`config.mk`:
```
export PLATFORM = sky130hd
export DESIGN_NAME = crf_register_block
export DESIGN_NICKNAME = d
export VERILOG_FILES = /design/src/inc/crf_pkg.sv /design/src/hdl/crf_flag_unit.sv /design/src/hdl/crf_register_block.sv
export SDC_FILE = /design/constraint.sdc
export NUM_CORES = 1
export LEC_CHECK = 0
export ABC_AREA = 1
export BUFFER_PORTS_ARGS = -buffer_cell sky130_fd_sc_hd__buf_2
export CAP_MARGIN = 5
export CELL_PAD_IN_SITES_DETAIL_PLACEMENT = 0
export CELL_PAD_IN_SITES_GLOBAL_PLACEMENT = 1
export CORE_ASPECT_RATIO = 0.75
export CORE_UTILIZATION = 35
export CTS_CLUSTER_DIAMETER = 60
export DETAILED_ROUTE_END_ITERATION = 8
export GPL_TIMING_DRIVEN = 1
export PLACE_DENSITY = 0.69
export SYNTH_ARGS = -nofsm -noshare
export SYNTH_HDL_FRONTEND = slang
export SYNTH_SLANG_ARGS = --single-unit
```
`constraint.sdc`:
```
create_clock -name clock_in -period 10.7 [get_ports clock_in]
set_clock_uncertainty 0.1 [all_clocks]
set_input_delay 0.535 -clock clock_in [delete_from_list [all_inputs] [get_ports clock_in]]
set_output_delay 0.535 -clock clock_in [all_outputs]
set_load 0.01 [all_outputs]
```
`src/inc/crf_pkg.sv`:
```
// Shared constants for the processor register and flag block.
// Assumes a single 20 MHz clock domain and one operation step per cycle.
package crf_pkg;
    // Word width.
    localparam int          CRF_W        = 16;
    // Register slot numbers; slot 0 holds the address register, which program selects read as zero.
    localparam logic [2:0]  CRF_SLOT_R   = 3'h0;
    localparam logic [2:0]  CRF_SLOT_D   = 3'h1;
    localparam logic [2:0]  CRF_SLOT_P   = 3'h2;
    localparam logic [2:0]  CRF_SLOT_B   = 3'h3;
    localparam logic [2:0]  CRF_SLOT_L   = 3'h4;
    localparam logic [2:0]  CRF_SLOT_A   = 3'h5;
    localparam logic [2:0]  CRF_SLOT_T   = 3'h6;
    localparam logic [2:0]  CRF_SLOT_X   = 3'h7;
    // Flag bit positions, also their positions in the accumulator on group transfer.
    localparam int          CRF_FLG_C    = 0;
    localparam int          CRF_FLG_O    = 1;
    localparam int          CRF_FLG_Q    = 2;
    localparam int          CRF_FLG_Z    = 3;
    localparam int          CRF_FLG_K    = 4;
    localparam int          CRF_FLG_M    = 5;
    localparam int          CRF_NFLAGS   = 6;
    // Instruction word fields.
    localparam int          CRF_OPC_MSB  = 15;
    localparam int          CRF_OPC_LSB  = 11;
    localparam int          CRF_BIT_X    = 10;
    localparam int          CRF_BIT_I    = 9;
    localparam int          CRF_BIT_B    = 8;
    localparam int          CRF_DISP_MSB = 7;
    // Reset values.
    localparam logic [15:0] CRF_REG_RST  = 16'h0000;
    localparam logic [5:0]  CRF_FLG_RST  = 6'h00;
    // Arithmetic instruction classes that touch carry and overflow.
    typedef enum logic [2:0] {
        CRF_AR_ADD, CRF_AR_SUB, CRF_AR_REGISTER_ADD_INSTR, CRF_AR_REGISTER_SUBTRACT_INSTR, CRF_AR_COPY, CRF_AR_ADDREG
    } crf_arith_t;
    // Effective address sequencer states.
    typedef enum logic [0:0] {
        CRF_EA_IDLE, CRF_EA_WAIT
    } crf_ea_t;
endpackage

```
`src/hdl/crf_flag_unit.sv`:
```
// Sixteen-bit adder that yields the sum, the carry out and two's complement overflow.
// Assumes purely combinational use by the register block on the same clock.
`timescale 1ns/1ps
`default_nettype none
module crf_flag_unit
    import crf_pkg::*;
#(
    parameter int WIDTH = CRF_W
) (
    // Operands.
    input  wire logic [WIDTH-1:0] a_in,
    input  wire logic [WIDTH-1:0] b_in,
    input  wire logic             sub_in,
    // Results.
    output logic      [WIDTH-1:0] sum_out,
    output logic                  carry_out,
    output logic                  ovf_out
);
    logic [WIDTH-1:0] b_eff;
    logic [WIDTH:0]   wide;

    // Subtraction adds the complement plus one, so carry means no borrow.
    always_comb begin
        b_eff     = sub_in ? ~b_in : b_in;
        wide      = {1'b0, a_in} + {1'b0, b_eff} + {{WIDTH{1'b0}}, sub_in};
        sum_out   = wide[WIDTH-1:0];
        carry_out = wide[WIDTH];
        // Overflow when both inputs share a sign that the sum lacks.
        ovf_out   = (a_in[WIDTH-1] == b_eff[WIDTH-1]) && (sum_out[WIDTH-1] != a_in[WIDTH-1]);
    end
endmodule
`default_nettype wire

```
`src/hdl/crf_register_block.sv`:
```
// General registers, program-visible flags, instruction decode and address formation.
// Assumes a sequencer that drives at most one step per cycle and answers indirect reads.
//
// Notes on behaviour
// RQ1: Eight general registers of sixteen bits each are held.
// RQ2: The address register is never readable or writable by program.
// RQ3: Extension register extends accumulator low-order and chains in double shifts.
// RQ4: Program counter advances or branches, and program may move it.
// RQ5: A subroutine jump places the return address in the link register.
// RQ6: Base adds before indirection, index adds after it.
// RQ7: Six flags exist: carry, dynamic, static and floating overflow, one-bit, shift link.
// RQ8: Carry is recomputed by every add, subtract, register, copy and add-to-register step.
// RQ9: Dynamic overflow is updated by those same instructions.
// RQ10: Static overflow sets on overflow except copy and stays until program clears.
// RQ11: Floating overflow sets on divide by zero and stays until cleared.
// RQ12: One-bit accumulator holds temporary results of the bit operation.
// RQ13: Shift link catches vacated bits so shifts chain.
// RQ14: Bit operation sets any flag; transfers move all flags with accumulator.
// RQ15: Opcode is the five top bits of the sixteen-bit instruction.
// RQ16: Bits eight, nine and ten are base, indirect and index modes.
// RQ17: Low eight bits are a sign-extended displacement, -128 to +127.
// RQ18: Single integers are one sixteen-bit two's complement word.
// RQ19: Double words load high half to accumulator, low half to extension.
// RQ20: Float is 32-bit mantissa, sign and biased 15-bit exponent.
// RQ21: Float spans three words addressed by the exponent word.
// RQ22: Float accumulator is extension, accumulator and temporary registers.
// RQ23: Non-copy overflow sets static overflow in the same cycle.
`timescale 1ns/1ps
`default_nettype none
module crf_register_block
    import crf_pkg::*;
(
    // Clock and reset.
    input  wire logic             clock_in,
    input  wire logic             reset_in,
    // Program register access.
    input  wire logic             wr_en_in,
    input  wire logic [2:0]       wr_sel_in,
    input  wire logic [15:0]      wr_data_in,
    input  wire logic [2:0]       rd_sel_in,
    output logic      [15:0]      rd_data_out,
    // Instruction decode and address formation.
    input  wire logic             ea_start_in,
    input  wire logic [15:0]      instr_in,
    input  wire logic             mem_valid_in,
    input  wire logic [15:0]      mem_word_in,
    output logic      [4:0]       opcode_out,
    output logic      [2:0]       mode_out,
    output logic      [15:0]      disp_out,
    output logic      [15:0]      mem_addr_out,
    output logic                  mem_rd_out,
    output logic                  ea_done_out,
    // Sequencing.
    input  wire logic             pc_next_in,
    input  wire logic             pc_load_in,
    input  wire logic             jsub_in,
    input  wire logic [15:0]      pc_target_in,
    // Arithmetic.
    input  wire logic             arith_en_in,
    input  wire crf_arith_t       arith_cls_in,
    input  wire logic [2:0]       arith_dst_in,
    input  wire logic [15:0]      arith_a_in,
    input  wire logic [15:0]      arith_b_in,
    input  wire logic             fdiv_zero_in,
    // Flag operations and shifts.
    input  wire logic             bop_en_in,
    input  wire logic [2:0]       bop_idx_in,
    input  wire logic             bop_val_in,
    input  wire logic             tra_en_in,
    input  wire logic             trr_en_in,
    input  wire logic             shift_en_in,
    input  wire logic             shift_left_in,
    input  wire logic             shift_dbl_in,
    // Operand loads.
    input  wire logic             dload_en_in,
    input  wire logic             fload_en_in,
    input  wire logic [15:0]      load_exp_in,
    input  wire logic [15:0]      load_hi_in,
    input  wire logic [15:0]      load_lo_in,
    // Flag view.
    output logic      [5:0]       flags_out,
    output logic                  float_ovf_out
);
    typedef struct packed {
        logic [7:0][15:0] regs;
        logic [5:0]       flags;
        crf_ea_t          ea;
        logic             post_x;
        logic [15:0]      rd_data;
        logic [4:0]       opcode;
        logic [2:0]       mode;
        logic [15:0]      disp;
        logic             mem_rd;
        logic             ea_done;
    } crf_state_t;

    crf_state_t  s_r;
    crf_state_t  s_nxt;
    logic [15:0] sum;
    logic        carry;
    logic        ovf;
    logic        is_sub;
    logic        is_copy;

    // Sign-extends the low byte of an instruction word.
    function automatic logic [15:0] sext_disp(input logic [15:0] w);
        sext_disp = {{8{w[CRF_DISP_MSB]}}, w[CRF_DISP_MSB:0]};
    endfunction

    // Program register select: slot 0 stands for the zero register, never the address register.
    function automatic logic prog_slot(input logic [2:0] sel);
        prog_slot = (sel != CRF_SLOT_R);
    endfunction

    // Copy adds its source to zero so carry and overflow still get fresh values.
    assign is_sub  = (arith_cls_in == CRF_AR_SUB) || (arith_cls_in == CRF_AR_REGISTER_SUBTRACT_INSTR);
    assign is_copy = (arith_cls_in == CRF_AR_COPY);

    crf_flag_unit #(.WIDTH(CRF_W)) u_add (
        .a_in      (is_copy ? CRF_REG_RST : arith_a_in),
        .b_in      (arith_b_in),
        .sub_in    (is_sub),
        .sum_out   (sum),
        .carry_out (carry),
        .ovf_out   (ovf)
    );

    // Next-state logic; later steps in this process take priority over earlier ones.
    always_comb begin
        logic [15:0] base;
        logic [15:0] pre;
        // Instruction decode and address formation; base goes in before indirection.
        base = s_r.regs[CRF_SLOT_P];
        if (instr_in[CRF_BIT_B]) begin
            base = s_r.regs[CRF_SLOT_B]; // RQ6
        end else if (instr_in[CRF_BIT_X] && !instr_in[CRF_BIT_I]) begin
            base = s_r.regs[CRF_SLOT_X]; // RQ16
        end
        pre = base + sext_disp(instr_in); // RQ17
        s_nxt         = s_r;
        s_nxt.ea_done = 1'b0;
        // Reads of slot 0 give zero so the address register stays hidden.
        s_nxt.rd_data = prog_slot(rd_sel_in) ? s_r.regs[rd_sel_in] : CRF_REG_RST; // RQ2
        if (wr_en_in && prog_slot(wr_sel_in)) begin
            s_nxt.regs[wr_sel_in] = wr_data_in; // RQ1
        end
        // Program counter: step, branch, or subroutine jump with link.
        if (pc_next_in) begin
            s_nxt.regs[CRF_SLOT_P] = s_r.regs[CRF_SLOT_P] + 16'h0001; // RQ4
        end
        if (pc_load_in || jsub_in) begin
            s_nxt.regs[CRF_SLOT_P] = pc_target_in; // RQ4
        end
        if (jsub_in) begin
            s_nxt.regs[CRF_SLOT_L] = s_r.regs[CRF_SLOT_P] + 16'h0001; // RQ5
        end
        // Program flag writes go first so that hardware sets below win a same-cycle clear.
        if (trr_en_in) begin
            s_nxt.flags = s_r.regs[CRF_SLOT_A][CRF_NFLAGS-1:0]; // RQ14
        end
        if (bop_en_in && (bop_idx_in < 3'h6)) begin
            s_nxt.flags[bop_idx_in] = bop_val_in; // RQ12 RQ14
        end
        if (tra_en_in) begin
            s_nxt.regs[CRF_SLOT_A] = {10'h000, s_r.flags}; // RQ14
        end
        // Shifts pass the vacated bit to the shift link and bring the old link in.
        if (shift_en_in) begin
            if (shift_left_in && shift_dbl_in) begin
                {s_nxt.flags[CRF_FLG_M], s_nxt.regs[CRF_SLOT_A], s_nxt.regs[CRF_SLOT_D]} =
                    {s_r.regs[CRF_SLOT_A], s_r.regs[CRF_SLOT_D], s_r.flags[CRF_FLG_M]}; // RQ3 RQ13
            end else if (shift_left_in) begin
                {s_nxt.flags[CRF_FLG_M], s_nxt.regs[CRF_SLOT_A]} =
                    {s_r.regs[CRF_SLOT_A], s_r.flags[CRF_FLG_M]}; // RQ13
            end else if (shift_dbl_in) begin
                {s_nxt.regs[CRF_SLOT_A], s_nxt.regs[CRF_SLOT_D], s_nxt.flags[CRF_FLG_M]} =
                    {s_r.flags[CRF_FLG_M], s_r.regs[CRF_SLOT_A], s_r.regs[CRF_SLOT_D]}; // RQ3 RQ13
            end else begin
                {s_nxt.regs[CRF_SLOT_A], s_nxt.flags[CRF_FLG_M]} =
                    {s_r.flags[CRF_FLG_M], s_r.regs[CRF_SLOT_A]}; // RQ13
            end
        end
        // Operand loads: high half into the accumulator, low into the extension.
        if (dload_en_in || fload_en_in) begin
            s_nxt.regs[CRF_SLOT_A] = load_hi_in; // RQ19 RQ22
            s_nxt.regs[CRF_SLOT_D] = load_lo_in; // RQ3 RQ19 RQ22
        end
        if (fload_en_in) begin
            s_nxt.regs[CRF_SLOT_T] = load_exp_in; // RQ20 RQ21 RQ22
        end
        // Arithmetic writes its result and refreshes carry and dynamic overflow.
        if (arith_en_in) begin
            if (prog_slot(arith_dst_in)) begin
                s_nxt.regs[arith_dst_in] = sum; // RQ18
            end
            s_nxt.flags[CRF_FLG_C] = carry; // RQ8
            s_nxt.flags[CRF_FLG_O] = ovf; // RQ9
            if (ovf && !is_copy) begin
                s_nxt.flags[CRF_FLG_Q] = 1'b1; // RQ10 RQ23
            end
        end
        if (fdiv_zero_in) begin
            s_nxt.flags[CRF_FLG_Z] = 1'b1; // RQ11
        end
        case (s_r.ea)
            CRF_EA_IDLE: begin
                if (ea_start_in) begin
                    s_nxt.opcode = instr_in[CRF_OPC_MSB:CRF_OPC_LSB]; // RQ15
                    s_nxt.mode   = instr_in[CRF_BIT_X:CRF_BIT_B]; // RQ16
                    s_nxt.disp   = sext_disp(instr_in); // RQ17
                    s_nxt.post_x = instr_in[CRF_BIT_X] && instr_in[CRF_BIT_I];
                    if (instr_in[CRF_BIT_I]) begin
                        s_nxt.regs[CRF_SLOT_R] = pre;
                        s_nxt.mem_rd           = 1'b1;
                        s_nxt.ea               = CRF_EA_WAIT;
                    end else begin
                        s_nxt.regs[CRF_SLOT_R] = pre + ((instr_in[CRF_BIT_X] && instr_in[CRF_BIT_B]) ?
                                                        s_r.regs[CRF_SLOT_X] : CRF_REG_RST);
                        s_nxt.ea_done          = 1'b1;
                    end
                end
            end
            CRF_EA_WAIT: begin
                // Index goes in after the indirect word returns.
                if (mem_valid_in) begin
                    s_nxt.regs[CRF_SLOT_R] = mem_word_in + (s_r.post_x ? s_r.regs[CRF_SLOT_X] : CRF_REG_RST); // RQ6
                    s_nxt.mem_rd           = 1'b0;
                    s_nxt.ea_done          = 1'b1;
                    s_nxt.ea               = CRF_EA_IDLE;
                end
            end
            default: begin
                s_nxt.ea     = CRF_EA_IDLE;
                s_nxt.mem_rd = 1'b0;
            end
        endcase
    end

    // State register.
    always_ff @(posedge clock_in) begin
        if (reset_in) begin
            s_r         <= '0;
            s_r.flags   <= CRF_FLG_RST;
            s_r.ea      <= CRF_EA_IDLE;
        end else begin
            s_r <= s_nxt;
        end
    end

    // Outputs come straight from the state register.
    assign rd_data_out   = s_r.rd_data;
    assign opcode_out    = s_r.opcode;
    assign mode_out      = s_r.mode;
    assign disp_out      = s_r.disp;
    assign mem_addr_out  = s_r.regs[CRF_SLOT_R];
    assign mem_rd_out    = s_r.mem_rd;
    assign ea_done_out   = s_r.ea_done;
    assign flags_out     = s_r.flags; // RQ7
    assign float_ovf_out = s_r.flags[CRF_FLG_Z];

    // Checks; helper terms keep the conditions short.
    wire logic quiet = !wr_en_in && !pc_load_in && !jsub_in && !shift_en_in && !trr_en_in && !bop_en_in;

    AST_ZERO_SLOT: assert property (@(posedge clock_in) disable iff (reset_in) // RQ2
        rd_sel_in == CRF_SLOT_R |=> rd_data_out == 16'h0000) else $error("Hidden slot was readable");
    AST_LINK: assert property (@(posedge clock_in) disable iff (reset_in) // RQ5
        jsub_in && !arith_en_in |=> s_r.regs[CRF_SLOT_L] == $past(s_r.regs[CRF_SLOT_P]) + 16'h0001
        && s_r.regs[CRF_SLOT_P] == $past(pc_target_in)) else $error("Link or target wrong");
    AST_PC_STEP: assert property (@(posedge clock_in) disable iff (reset_in) // RQ4
        pc_next_in && quiet && !arith_en_in |=> s_r.regs[CRF_SLOT_P] == $past(s_r.regs[CRF_SLOT_P]) + 16'h0001)
        else $error("Program counter did not step");
    AST_Q_STICKY: assert property (@(posedge clock_in) disable iff (reset_in) // RQ10
        s_r.flags[CRF_FLG_Q] && quiet |=> s_r.flags[CRF_FLG_Q]) else $error("Static overflow dropped");
    AST_Q_ON_OVF: assert property (@(posedge clock_in) disable iff (reset_in) // RQ23
        arith_en_in && ovf && !is_copy |=> s_r.flags[CRF_FLG_Q] && s_r.flags[CRF_FLG_O])
        else $error("Overflow did not set both flags");
    AST_COPY_NO_Q: assert property (@(posedge clock_in) disable iff (reset_in) // RQ10
        arith_en_in && is_copy && !s_r.flags[CRF_FLG_Q] && quiet |=> !s_r.flags[CRF_FLG_Q])
        else $error("Copy set static overflow");
    AST_CARRY: assert property (@(posedge clock_in) disable iff (reset_in) // RQ8
        arith_en_in && !shift_en_in |=> s_r.flags[CRF_FLG_C] == $past(carry)) else $error("Carry stale");
    AST_FDIV: assert property (@(posedge clock_in) disable iff (reset_in) // RQ11
        fdiv_zero_in |=> float_ovf_out && flags_out[CRF_FLG_Z]) else $error("Float overflow missed");
    AST_SHIFT_LINK: assert property (@(posedge clock_in) disable iff (reset_in) // RQ13
        shift_en_in && shift_left_in && !shift_dbl_in && !arith_en_in && !bop_en_in && !trr_en_in
        |=> s_r.flags[CRF_FLG_M] == $past(s_r.regs[CRF_SLOT_A][15])) else $error("Shift link wrong");
    AST_DLOAD: assert property (@(posedge clock_in) disable iff (reset_in) // RQ19
        dload_en_in && !arith_en_in |=> s_r.regs[CRF_SLOT_A] == $past(load_hi_in)
        && s_r.regs[CRF_SLOT_D] == $past(load_lo_in)) else $error("Double load misplaced");
    AST_EA_DIRECT: assert property (@(posedge clock_in) disable iff (reset_in) // RQ17
        ea_start_in && s_r.ea == CRF_EA_IDLE && instr_in[10:8] == 3'h0 |=> ea_done_out
        && mem_addr_out == $past(s_r.regs[CRF_SLOT_P]) + disp_out) else $error("Relative address wrong");
    AST_INDIR_BOUND: assert property (@(posedge clock_in) disable iff (reset_in) // RQ6
        s_r.ea == CRF_EA_WAIT && mem_valid_in |=> ea_done_out && !mem_rd_out) else $error("Indirect not closed");

    COV_INDIRECT: cover property (@(posedge clock_in) disable iff (reset_in) s_r.ea == CRF_EA_WAIT ##1 ea_done_out);
    COV_STATIC: cover property (@(posedge clock_in) disable iff (reset_in) arith_en_in && ovf && !is_copy);
    COV_JSUB: cover property (@(posedge clock_in) disable iff (reset_in) jsub_in);
    COV_DSHIFT: cover property (@(posedge clock_in) disable iff (reset_in) shift_en_in && shift_dbl_in);
endmodule
`default_nettype wire

```
==> After elaboration in Yosys (flattened, before gate mapping) <==
Cells that the tools add are included.
{ "op_classes": {"n_addsub": 6, "magnitude_cmp": 8, "eq_ne": 8, "muxes": 56, "bitwise_logic": 3, "n_reduce_logical": 22} }
{ "op_table": {"columns": ["op", "n"], "rows": [
  ["16-bit two-way mux", 26],
  ["128-bit two-way mux", 3],
  ["128-bit bitwise mux", 2],
  ["16-bit demux with 3-bit select", 2],
  ["16-bit adder", 3],
  ["16-bit binary-select mux with 3-bit select", 1],
  ["16-bit one-hot mux with 2 select lines", 1],
  ["16-bit by 16-bit adder with 17-bit output", 1],
  ["17-bit by 1-bit adder with 17-bit output", 1],
  ["16-bit by 1-bit adder with 16-bit output, second input constant", 1],
  ["3-bit by 4-bit < comparator with 1-bit output, second input constant", 4],
  ["16-bit inverter", 1],
  ["6-bit two-way mux", 2],
  ["1-bit logical AND", 11],
  ["1-bit two-way mux", 11],
  ["3-bit by 1-bit >= comparator with 1-bit output, second input constant", 3],
  ["3-bit nonzero test", 3],
  ["6-bit bitwise mux", 1],
  ["2-bit two-way mux", 3],
  ["2-bit != test, second input constant", 3],
  ["2-bit one-hot mux with 2 select lines", 1],
  ["1-bit demux with 3-bit select", 1],
  ["3-bit by 1-bit == test with 1-bit output, second input constant", 1],
  ["3-bit by 2-bit == test with 1-bit output, second input constant", 1],
  ["12 further kinds", 16]
]} }
{ "totals": {"regBits": 170, "inputBits": 178, "wordCells": 120} }

==> Longest topological paths before layout <==
{ "depth": {"word_depth": 16, "ltp_mapped": 36} }

==> Modules after synthesis <==
From an unflattened synthesis, not the netlist that was laid out.
{ "hier_totals": {"hier_cells": 2386, "hier_area_um2": 14776.7} }
{ "modules_own_cells": {"columns": ["module", "instances", "cells_each", "area_per_inst_um2", "seq_area_each_um2"], "rows": [
  ["crf_register_block", 1, 2221, 13709.4, 3403.3],
  ["crf_flag_unit", 1, 165, 1067.3, 0.0]
]} }

==> Worst setup path before layout <==
Ideal clock, no wire load.
{ "synth_timing": {"path_kind": "input to register", "start": "input port instr_in[9]", "end": "register s_r, in the netlist mem_addr_out[15]", "arrival_ns": 3.868, "required_time_ns": 10.491, "slack_ns": 6.623, "cell_stages": 36, "path_cell_list": "buf_4 > inv_4 > nand2_2 > clkbuf_1 > o21ai_0 > o21ai_0 > ha_1 > inv_1 > fa_1 > inv_1 > nand3_1 > nand2_1 > nand2_1 > nand2_1 > nand3_1 > nand2_1 > nand2_1 > nand2_1 > nand2_1 > nand2_1 > inv_1 > ha_1 > nand2_1 > inv_1 > nand2_1 > nand2_1 > a21oi_1 > nand2_1 > nand2_1 > nand2_1 > nor2_1 > nand2_1 > nand3_1 > nand3_1 > nand2_1 > inv_1"} }
{ "synth_via": {"elab_chain_len": 9} }
{ "synth_lines": {"columns": ["item", "line_no", "rtl"], "rows": [
  ["start, declared", "crf_register_block.sv:44", "input wire logic [15:0] instr_in,"],
  ["1-bit logical NOT", "crf_register_block.sv:136", "end else if (instr_in[CRF_BIT_X] && !instr_in[CRF_BIT_I]) begin"],
  ["1-bit logical AND", "crf_register_block.sv:136", null],
  ["16-bit two-way mux", "crf_register_block.sv:136", null],
  ["16-bit two-way mux", "crf_register_block.sv:134", "if (instr_in[CRF_BIT_B]) begin"],
  ["16-bit adder", "crf_register_block.sv:139", "pre = base + sext_disp(instr_in);"],
  ["16-bit adder", "crf_register_block.sv:217", "s_nxt.regs[CRF_SLOT_R] = pre + ((instr_in[CRF_BIT_X] && instr_in[CRF_BIT_B]) ?"],
  ["16-bit two-way mux *", "crf_register_block.sv:212", "if (instr_in[CRF_BIT_I]) begin"],
  ["16-bit two-way mux *", "crf_register_block.sv:207", "if (ea_start_in) begin"],
  ["16-bit one-hot mux with 2 select lines *", "crf_register_block.sv:205", "case (s_r.ea)"],
  ["end signal, assigned", "crf_register_block.sv:246", "s_r <= s_nxt;"],
  ["end, declared", "crf_register_block.sv:97", "crf_state_t s_r;"]
]} }
Mark *: on every way between the ends. The rest lies on a longest branch, timed or not.
A chain may end at the register's enable or synchronous reset.

==> Worst setup path after layout <==
Same ends and word-level chain as after synthesis.

==> impl_metrics.tcl <==
set metrics [dict create \
    cts_buffer_depth 2 \
    cts.sinks 170 \
    slew_viol_final 0 \
    p_total_uw 2212 \
    grt_pass1_wl_um 102800 \
    holdWs_ns 0.1895 \
    wire_per_inst_um 22.69 \
    cp_slowest_stage_delay_ns 0.43 \
    cts_resized 0 \
    worstSetupEndpointType "register" \
    period_needed_ns 4.305 \
    clk_pin_slew_ns 0.08 \
    dieArea_um2 43890 \
    cpMostUsedCell "nand2_1" \
    seq_area_frac_synth_pct 22.59 \
    track_usage_pct 31.57 \
    setup_ws_ns 6.395 \
    cap_violations 0 \
    drt_iter0_markers 2297 \
    firstDrtPassIters 6 \
    rows 65 \
    setup_viol 0 \
    cp_slowest_cell "fa_1" \
    antenna_cells 0 \
    avgSynthCellArea_um2 6.191 \
    hp-class "primary input to register" \
    fin_nets 2777 \
    cts-root-buf "clkbuf_16" \
    synthCells 2434 \
    leakage_uw 0.008202 \
    final_cell_mix "nand2_1 (376), inv_1 (330), a21oi_1 (328), o21ai_0 (320), buf_2 (242)" \
    numCtsBuffers 17 \
    grt_pass1_vias 15800 \
    slew_headroom_pct 14.99 \
    vias_per_cell 5.618 \
    synth.area.top_cells "dfxtp_1 (23%), a21oi_1 (11%), o21ai_0 (11%)" \
    antenna_found_initial 4 \
    clock_latency_ns 0.48 \
    async_flop_share_pct 0 \
    postRouteAntennaNets 0 \
    drc 0 \
    multi_input_area_um2 9379 \
    initial_core_util_pct 35.63 \
    crit_required_ns 10.98 \
    worst_setup_path_start_kind "primary input" \
    cts_tree "built" \
    regArea_um2 3403 \
    fillers 4660 \
    critPathKind "primary input to register" \
    status "finished, final reports clean" \
    synthesis.area_um2 15070 \
    floorplan.core_area_um2 42290 \
    fmax_mhz 232.3 \
    dp_slack_ns 5.959 \
    synth-edff-count 0 \
    post-dp-hpwl_um 54010 \
    yosys.area.top_type_share_pct 22.59 \
    power_density_nw_per_um2 132.1 \
    drive_gt1_share_pct 14.26 \
    yosys.area.top_type "dfxtp_1" \
    htreeDepth 4 \
    fin_crit_sh_pct 40.23 \
    die_y_um 181.7 \
    holdBufCountCts 0 \
    rsz0062_at_grt "false" \
    synth.distinct_cells 61 \
    ys_ff_latch 170 \
    io_buffer_count 242 \
    place_congestion 0.9712 \
    vias 17500 \
    post-cts-setup-buffers 0 \
    num_io_pins 243 \
    crit_fanout 26 \
    grt_max_degree 81 \
    syn2layout_area_growth_pct 11.11 \
    syn-num-nets 2678 \
    crit_arrival_ns 4.58 \
    hold_violations 0 \
    totalWireLength_um 70660 \
    yosysWarningCount 0 \
    ir_drop_mv 0.1361 \
    tns_ns 0 \
    worstMarginPinSlew_ns 1.274 \
    fp.dieW_um 241.6 \
    grt-ovfl-total 0 \
    layout_commonest_cell "nand2_1" \
    synthFlopType "dfxtp_1" \
]
==> critical path: cells and delay by family <==
kind / cells / cell delay (ns)
adders and majority gates: 3 / 0.96
and+or+nand+nor: 22 / 1.86
AOI/OAI and AO/OA: 4 / 0.56
buffers and inverters: 7 / 0.65
==> synthesized netlist by cell type, drive strengths merged, types with 2 or more instances <==
cell type  count
a211oi        17
a21boi         2
a21o           9
a21oi        330
a221oi        10
a311oi         2
a31oi         27
a41oi          2
and2           2
buf          103
clkbuf        74
clkinv         6
dfxtp        170
fa             4
ha            62
inv          342
mux2i          5
nand2        396
nand3        127
nand3b         4
nand4         15
nor2         210
nor3          15
nor4           5
o2111ai        2
o211ai        43
o21a           2
o21ai        350
o21bai        10
o221ai         9
o22ai         15
o311ai         2
o31ai          2
or2            9
xnor2         21
xor2          26
==> sequential cells by signal, summed over array words and instances (netlist names) <==
signal	flops
ea_done_out	1
rd_data_out	16
s_r	114
mem_addr_out	16
mem_rd_out	1
opcode_out	5
flags_out	6
mode_out	3
disp_out	8
==> power breakdown <==
part | internal (uW) | switching [uW] | leakage (uW)
Combinational | 225 | 545 | 0.00650
Clock | 374 | 323 | 0.000297
Sequential | 683 | 61.0 | 0.00140
==> per-layer routing <==
layer	vias to the layer above	routed length, um	global-route usage (%)	part of all wire [%]
met4	2	1590	8.535	2.3
met3	91	8179	8.011	12
met5	-	13	0	0.018
li1	8302	-	-	-
met1	8200	32860	46.99	47
met2	901	28010	44.06	40
==> final timing paths <==
path | startpoint | slack, ns | end | cells past startpoint
min | instr_in[15] | 0.19 | opcode_out[4] | 3
max reg2reg | s_r[82] | 6.43 | mem_addr_out[15] | 34
max | instr_in[9] | 6.40 | mem_addr_out[15] | 36
min reg2reg | mem_rd_out | 0.37 | mem_rd_out | 2
==> cells by family after synthesis <==
kind of cell | share of synthesized area (%)
compound gates | 30.60
xor+xnor | 2.832
fa+ha+maj | 5.680
buf+inv | 15.19
flops | 22.59
mux | 0.3322
simple gates | 22.79
==> through the flow <==
stage          utilization, %  cell area [um2]  cells
5_1_grt                 39.59            16740   3114
2_1_floorplan               -            15070   2434
6_report                39.59            16740   3114
4_1_cts                 39.59            16740   3114
3_5_place_dp            38.13            16130   3083
3_3_place_gp            38.13            16130   3083
==> cell type report <==
type / instances / share of cell area (%)
clock buffers: 18 / 2.563
clock inverters: 13 / 1.114
well taps: 569 / 4.252
flip-flops and latches: 170 / 20.33
multi-input cells: 1739 / 56.02
repair buffers: 257 / 7.907
inverters: 348 / 7.817
Power figures use the tool's default switching activity.
